$ cat config.mk
export PLATFORM = sky130hd
export DESIGN_NAME = swd_watchdog
export DESIGN_NICKNAME = d
export VERILOG_FILES = /design/src/shared/swd_pkg.sv /design/src/verilog/swd_watchdog.sv
export VERILOG_INCLUDE_DIRS = /design/src /design/src/shared
export SDC_FILE = /design/constraint.sdc
export NUM_CORES = 1
export LEC_CHECK = 0
export ABC_AREA = 1
export BUFFER_PORTS_ARGS = -buffer_cell sky130_fd_sc_hd__buf_2
export CAP_MARGIN = 20
export CORE_MARGIN = 2
export CORE_UTILIZATION = 51
export CTS_CLUSTER_SIZE = 24
export DETAILED_ROUTE_END_ITERATION = 8
export HOLD_SLACK_MARGIN = 0.02
export PLACE_DENSITY = 0.84
export SLEW_MARGIN = 0
export SYNTH_ARGS = -nofsm -noshare
export SYNTH_HDL_FRONTEND = slang
export SYNTH_SLANG_ARGS = --single-unit
$ cat constraint.sdc
create_clock -name clock -period 1.85 [get_ports clock]
set_clock_uncertainty 0.2 [all_clocks]
set_input_delay 0 -clock clock [delete_from_list [all_inputs] [get_ports clock]]
set_output_delay 0 -clock clock [all_outputs]
set_load 0.02 [all_outputs]
$ cat src/shared/swd_map.svh
// Constants for the software watchdog: control bit reset values and counts.
// Assumes inclusion by bare name from design files.
`ifndef SWD_MAP_SVH
`define SWD_MAP_SVH
`define SWD_ENABLE_RST 1'h1
`define SWD_RSTSEL_RST 1'h1
`define SWD_PRESCALE_RST 1'h0
`define SWD_PRESCALE_DIV 32'h00010000
`define SWD_TERMINAL_DEF 32'h0000ffff
`define SWD_ACCESS_BITS 6'h20
`endif

$ cat src/shared/swd_pkg.sv
// Types for the software watchdog.
// Assumes nothing beyond a SystemVerilog compiler.
package swd_pkg;
    typedef enum logic [2:0] {
        SWD_IDLE = 3'b001,
        SWD_RUN = 3'b010,
        SWD_EXPIRED = 3'b100
    } swd_state_e;
endpackage

$ cat src/verilog/swd_watchdog.sv
// Software watchdog with enable, prescale and reset-or-interrupt select.
// Assumes control bits come from logic on the same clock as plain inputs.
// Functional notes
// - Watchdog runs only while enable is 1; enable resets to 1.
// - With enable 0, counter and prescaler stay stopped; no timeout.
// - Unserviced enabled watchdog times out, giving reset or interrupt.
// - Select 1 makes timeout a hard reset; select resets to 1.
// - Select 0 makes timeout a machine check interrupt request.
// - Prescale 1 divides counter clock by 65,536; 0 gives no division.
// - Control accesses are 32 bits only; other sizes are refused.
`timescale 1ns/1ns
`default_nettype none
`include "swd_map.svh"
module swd_watchdog #(
    parameter logic [31:0] TERMINAL = `SWD_TERMINAL_DEF
) (
    // Clock and reset.
    input wire logic clock,
    input wire logic rst_n,
    // Control register write port.
    input wire logic ctrlWrite,
    input wire logic [5:0] ctrlSize,
    input wire logic ctrlEnable,
    input wire logic ctrlResetSel,
    input wire logic ctrlPrescale,
    // Service strobe from software.
    input wire logic service,
    // Status and outputs.
    output logic watchdogEnableBit,
    output logic resetOrInterruptSelect,
    output logic counterPrescaleSelect,
    output logic hardResetReq,
    output logic machineCheckReq,
    output logic [31:0] count
);
    swd_pkg::swd_state_e state;
    logic [15:0] prescaler;
    logic tick;
    logic sizeOk;
    logic expire;

    // Only full-word writes reach the control bits.
    assign sizeOk = ctrlWrite && (ctrlSize == `SWD_ACCESS_BITS);

    // Counter advances every cycle, or once per full prescaler wrap.
    assign tick = !counterPrescaleSelect ||
        (prescaler == 16'(`SWD_PRESCALE_DIV - 32'h1));
    assign expire = (state == swd_pkg::SWD_RUN) && tick &&
        (count == TERMINAL);

    // Control bits take their reset values and follow accepted writes.
    always_ff @(posedge clock) begin
        if (!rst_n) begin
            watchdogEnableBit <= `SWD_ENABLE_RST;
            resetOrInterruptSelect <= `SWD_RSTSEL_RST;
            counterPrescaleSelect <= `SWD_PRESCALE_RST;
        end else if (sizeOk) begin
            watchdogEnableBit <= ctrlEnable;
            resetOrInterruptSelect <= ctrlResetSel;
            counterPrescaleSelect <= ctrlPrescale;
        end
    end

    // State follows enable; expiry is held until service or disable.
    always_ff @(posedge clock) begin
        if (!rst_n) begin
            state <= swd_pkg::SWD_IDLE;
        end else begin
            case (state)
                swd_pkg::SWD_IDLE: begin
                    if (watchdogEnableBit) begin
                        state <= swd_pkg::SWD_RUN;
                    end
                end
                swd_pkg::SWD_RUN: begin
                    if (!watchdogEnableBit) begin
                        state <= swd_pkg::SWD_IDLE;
                    end else if (expire && !service) begin
                        state <= swd_pkg::SWD_EXPIRED;
                    end
                end
                swd_pkg::SWD_EXPIRED: begin
                    if (!watchdogEnableBit || service) begin
                        state <= swd_pkg::SWD_IDLE;
                    end
                end
                default: begin
                    state <= swd_pkg::SWD_IDLE;
                end
            endcase
        end
    end

    // Counter and prescaler stop when not running; service restarts both.
    always_ff @(posedge clock) begin
        if (!rst_n || service || state != swd_pkg::SWD_RUN) begin
            prescaler <= 16'h0000;
            count <= 32'h00000000;
        end else begin
            if (counterPrescaleSelect) begin
                prescaler <= prescaler + 16'h0001;
            end
            if (tick && count != TERMINAL) begin
                count <= count + 32'h00000001;
            end
        end
    end

    // Outcome follows the select bit; outputs hold through expiry.
    always_ff @(posedge clock) begin
        if (!rst_n) begin
            hardResetReq <= 1'b0;
            machineCheckReq <= 1'b0;
        end else begin
            hardResetReq <= (state == swd_pkg::SWD_EXPIRED) &&
                watchdogEnableBit && !service && resetOrInterruptSelect;
            machineCheckReq <= (state == swd_pkg::SWD_EXPIRED) &&
                watchdogEnableBit && !service && !resetOrInterruptSelect;
        end
    end

    // Disabled watchdog: counter, prescaler and outputs stay quiet.
    AST_DISABLED_STILL: assert property (
        @(posedge clock) disable iff (!rst_n)
        !watchdogEnableBit |=> ##1 count == 32'h0)
        else $error("Counter moved while disabled.");
    AST_NO_OUT_DISABLED: assert property (
        @(posedge clock) disable iff (!rst_n)
        !watchdogEnableBit |=> !hardResetReq && !machineCheckReq)
        else $error("Timeout output while disabled.");
    AST_STOPPED: assert property (
        @(posedge clock) disable iff (!rst_n)
        state != swd_pkg::SWD_RUN |=> prescaler == 16'h0 && count == 32'h0)
        else $error("Counter or prescaler moved outside run.");
    AST_IDLE_DISABLED: assert property (
        @(posedge clock) disable iff (!rst_n)
        !watchdogEnableBit |=> state == swd_pkg::SWD_IDLE)
        else $error("Watchdog ran while disabled.");

    // Timeout: expiry leads to exactly one output, chosen by the select.
    AST_EXPIRE_STATE: assert property (
        @(posedge clock) disable iff (!rst_n)
        expire && !service && watchdogEnableBit |=>
        state == swd_pkg::SWD_EXPIRED)
        else $error("Terminal count did not expire.");
    AST_EXPIRE_OUT: assert property (
        @(posedge clock) disable iff (!rst_n)
        expire && !service && watchdogEnableBit ##1
        (watchdogEnableBit && !service) |=>
        (hardResetReq || machineCheckReq))
        else $error("Timeout gave no output.");
    AST_ONE_OUT: assert property (
        @(posedge clock) disable iff (!rst_n)
        !(hardResetReq && machineCheckReq))
        else $error("Both outputs active.");
    AST_RESET_SEL: assert property (
        @(posedge clock) disable iff (!rst_n)
        hardResetReq |-> $past(resetOrInterruptSelect))
        else $error("Hard reset with interrupt selected.");
    AST_HARD_HOLD: assert property (
        @(posedge clock) disable iff (!rst_n)
        hardResetReq && watchdogEnableBit && !service &&
        resetOrInterruptSelect |=> hardResetReq)
        else $error("Hard reset request dropped early.");
    AST_MCP_SEL: assert property (
        @(posedge clock) disable iff (!rst_n)
        machineCheckReq |-> !$past(resetOrInterruptSelect))
        else $error("Interrupt with reset selected.");
    AST_MCP_HOLD: assert property (
        @(posedge clock) disable iff (!rst_n)
        machineCheckReq && watchdogEnableBit && !service &&
        !resetOrInterruptSelect |=> machineCheckReq)
        else $error("Interrupt request dropped early.");

    // Counter steps every cycle unprescaled, once per wrap when prescaled.
    // Holds are only claimed while running; leaving run clears the count.
    AST_NOPRESC: assert property (
        @(posedge clock) disable iff (!rst_n)
        state == swd_pkg::SWD_RUN && !counterPrescaleSelect && !service &&
        count != TERMINAL |=> count == $past(count) + 32'h1)
        else $error("Unprescaled counter did not step.");
    AST_PRESC_HOLD: assert property (
        @(posedge clock) disable iff (!rst_n)
        state == swd_pkg::SWD_RUN && counterPrescaleSelect && !tick &&
        !service |=> count == $past(count))
        else $error("Prescaled counter stepped early.");
    AST_PRESC_STEP: assert property (
        @(posedge clock) disable iff (!rst_n)
        state == swd_pkg::SWD_RUN && counterPrescaleSelect && tick &&
        !service && count != TERMINAL |=> count == $past(count) + 32'h1)
        else $error("Prescaled counter missed its step.");
    AST_SERVICE: assert property (
        @(posedge clock) disable iff (!rst_n)
        service |=> count == 32'h0 && prescaler == 16'h0)
        else $error("Service did not restart counter.");

    // Control writes: full words land, any other size changes nothing.
    AST_SIZE: assert property (
        @(posedge clock) disable iff (!rst_n)
        ctrlWrite && ctrlSize != `SWD_ACCESS_BITS |=>
        $stable(watchdogEnableBit))
        else $error("Short write changed control.");
    AST_SIZE_ALL: assert property (
        @(posedge clock) disable iff (!rst_n)
        ctrlWrite && ctrlSize != `SWD_ACCESS_BITS |=>
        $stable(resetOrInterruptSelect) && $stable(counterPrescaleSelect))
        else $error("Short write changed a select bit.");
    AST_WRITE_TAKEN: assert property (
        @(posedge clock) disable iff (!rst_n)
        sizeOk |=> watchdogEnableBit == $past(ctrlEnable) &&
        resetOrInterruptSelect == $past(ctrlResetSel) &&
        counterPrescaleSelect == $past(ctrlPrescale))
        else $error("Full-word write did not land.");

    // Reset values hold at the first edge after every release.
    AST_ENABLE_RST: assert property (
        @(posedge clock)
        $rose(rst_n) |-> watchdogEnableBit)
        else $error("Enable not set after reset.");
    AST_RST_VALUES: assert property (
        @(posedge clock)
        $rose(rst_n) |-> resetOrInterruptSelect && !counterPrescaleSelect)
        else $error("Select bits not at reset values.");

    // Main scenarios that the bench is expected to reach.
    COV_RESET: cover property (@(posedge clock) hardResetReq);
    COV_MCP: cover property (@(posedge clock) machineCheckReq);
    COV_SERVICE: cover property (@(posedge clock)
        service && state == swd_pkg::SWD_RUN);
    COV_DISABLE: cover property (@(posedge clock)
        sizeOk && !ctrlEnable);
    COV_PRESC_TICK: cover property (@(posedge clock)
        state == swd_pkg::SWD_RUN && counterPrescaleSelect && tick);
endmodule
`default_nettype wire
==> impl_metrics.toml <==
[final_layout]
final_area_sq_um = 4180
finalNonFillerCells = 665
multi_input_area_sq_um = 1940
regArea_sq_um = 1150
antenna_cells = 0
area.growth.synth_to_final_pct = 34.0
nFillCells = 487
drive_above_1_share_pct = 26.8
nets = 604

[route]
wirelength_um = 8980
drtAntennaViolNets = 0
drt_first_pass_iters = 5
drcViolationCount = 0
via_per_inst = 5.41
vias = 3598
drt-initial-drc-count = 377
route.detailed.wl_per_inst_um = 13.5

[timing]
timing.fmax_mhz = 528
min_period_ps = 1900
min_period_over_period_pct = 102
hold_viol = 0
rsz0062_at_grt = "true"
finalSetupViolations = 13
finalWorstSetupSlack_ps = -45.1
setup_tns_ps = -348
max_slew.worst_pin.slew_ps = 614
finalMaxSlewViolations = 0
slew_headroom_pct = 58.7

[floorplanning]
rows = 28
die_w_um = 82.3
num_io_pins = 50
coreArea_sq_um = 5920
die_h_um = 82.3
initial_core_util_pct = 52.7
dieArea_sq_um = 6770

[global_route]
grt_max_degree = 27
grt_use_total_pct = 24.9
antenna_found_initial = 0
grt_overflow = 0
grt_pass1_vias = 3212
grt_pass1_wl_um = 13300

[pwr]
p_leak_uw = 0.00162
power_density_nw_per_um2 = 511
p_total_uw = 2140
peakVddDrop_mv = 0.367

[worst_setup_path]
crit_slowest_cell = "dfxtp_2"
critical_path_class = "flip-flop to flip-flop"
cpLargestDelayFamily = "simple AND/OR/NAND/NOR gates"
path_buf_inv = 2
cp_cell_sequence = "nand2_1 -> nor2_2 -> nand2_2 -> nor2_4 -> nand3_4 -> nand2_8 -> buf_12 -> clkbuf_16 -> o21ai_2 -> a21oi_1"
crit_arrival_ps = 1940
crit_required_ps = 1900
startpoint_type = "flip-flop"
cp-end-kind = "flip-flop"
cpPeakStageDelay_ps = 340
crit_fanout = 6

[cts]
cts_buffer_depth = 2
clk_pin_slew_ps = 100
cts_root_buffer = "clkbuf_8"
htree_num_levels = 2
cts_buffers = 5
cts_sinks = 56
clk-insertion-delay-late_ps = 310
cts_tree = "done"

[yosys]
synth_xor_area_share_pct = 3.65
synth_top_family_by_area = "simple AND/OR/NAND/NOR gates"
mappedNetlistNets = 511
syn_inst = 496
ys_ff_latch = 56
synth_compound_area_share_pct = 10.5
synthMuxAreaShare_pct = 0
synth_area_per_cell_sq_um = 6.30
synth-simple-area-share_pct = 41.5
synthAdderAreaFrac_pct = 0.801
yosys.cell_types.count = 29
ys_warn_count = 0
syn-cell-area_sq_um = 3120
seq_area_frac_synth_pct = 35.9

[placed_design]
place_inst = 640
dp_hpwl_um = 5940
place_congestion = 0.967
dpl_worst_slack_ps = 16.9
numPortBuffers = 49
placed_area_sq_um = 3630

[outcome]
violations = "setup timing"
outcome = "finished, violations left"

[flow_run]
cap_violations = 0

[hold_path]
hold_class = "flip-flop to flip-flop"
[cell families (layout without fill, tap and decap cells)]
kind of cell	Yosys count	in the layout
AO/OA/AOI/OAI	62	62
XOR/XNOR	13	13
buffers and inverters	53	147
flip-flops	56	56
AND/OR/NAND/NOR	310	310
adder cells (fa/ha/maj)	2	2
[state kept, by name, summed over array words and instances (netlist names)]
register,count
hardResetReq,1
counterPrescaleSelect,1
count,32
machineCheckReq,1
watchdogEnableBit,1
prescaler,16
state,3
resetOrInterruptSelect,1
[cell usage in the layout, fill, tap and decap left out, types with 4 or more instances in the layout]
master and instances:
buf_2 49, xnor2_1 4, o21ai_0 12, nand2_2 8, dfxtp_1 39, nor3_1 11
a21oi_1 41, nand3b_1 9, dfxtp_4 5, buf_4 31, xor2_1 9, o21ai_1 4
nor2_1 67, clkbuf_8 5, inv_1 39, nand3_1 14, dfxtp_2 12, nand4_1 4
nand2_1 167, nor2_2 13, dlygate4sd3_1 9
[cells in the mapped netlist]
library cell  instances  area (sq um)
nor2_2                4          25.0
nand3_1              14          70.1
nand3_2               1          10.0
nor2_1               79           297
o21ai_4               1          16.3
nand3b_1              9          67.6
o21ai_1               2          10.0
dfxtp_1              56          1120
buf_2                 1          5.00
inv_2                 1          3.75
nand4_1               4          25.0
nand2_1             175           657
nor4_1                3          18.8
a21oi_1              42           210
ha_1                  2          25.0
buf_6                 5          56.3
clkbuf_1              4          15.0
o21ai_0              15          75.1
nand2_4               1          11.3
nor3_4                1          16.3
nand2_2               1          6.26
o211ai_1              1          7.51
xnor2_1               4          35.0
or2_2                 2          12.5
inv_1                41           154
xor2_1                9          78.8
inv_4                 1          6.26
o21a_1                1          7.51
nor3_1               16          80.1
[layout make-up]
class / instances / area share [%]
Multi-Input combinational cell: 387 / 46.4
Inverter: 43 / 4.25
Clock inverter: 3 / 1.08
Tap cell: 75 / 2.24
Timing Repair Buffer: 96 / 16.8
Clock buffer: 5 / 1.64
Sequential cell: 56 / 27.6
[stage by stage]
step                utilization (%)  hold WS [ps]
finish                         70.7           272
global route                   70.7           287
CTS                            64.8           260
detailed placement             61.3          14.3
global placement               61.3          10.2
floorplan                         -         -76.5
[power by group]
| part | leakage [uW] | switching, uW | internal [uW] | total, uW |
|---|---|---|---|---|
| clock network | 0.0000591 | 421 | 410 | 831 |
| registers | 0.000462 | 7.53 | 1210 | 1210 |
| logic | 0.00110 | 49.4 | 41.4 | 90.8 |
| total | 0.00162 | 478 | 1660 | 2140 |
[routing by layer]
layer | global-route usage, % | up-vias | wire length, um
met5 | 0 | - | 0
met1 | 28.9 | 1639 | 3480
met4 | 6.67 | 0 | 299
li1 | - | 1761 | -
met3 | 4.24 | 38 | 689
met2 | 46.7 | 160 | 4510
[worst paths after layout]
path                                                           from                    endpoint  slack [ps]  cells after the start
worst max-delay path                         count[11]$_SDFFE_PP0P_       count[1]$_SDFFE_PP0P_         -50                     10
worst min-delay path            resetOrInterruptSelect$_SDFFE_PN1P_  machineCheckReq$_SDFF_PN0_         270                      1
worst max register to register               count[11]$_SDFFE_PP0P_       count[1]$_SDFFE_PP0P_         -50                     10
worst min register to register  resetOrInterruptSelect$_SDFFE_PN1P_  machineCheckReq$_SDFF_PN0_         270                      1
[what timing repair did]
| item | 4_1_cts | 5_1_grt |
|---|---|---|
| endpoints found under the setup margin | 2 | 39 |
| gates resized for setup | 0 | 71 |
| gates cloned | 0 | 3 |
| hold endpoints to repair | 20 | 0 |
| setup buffers | 0 | 5 |
| hold buffers | 9 | 0 |
| pin swaps | 0 | 20 |
(Power assumes the default switching activity.)
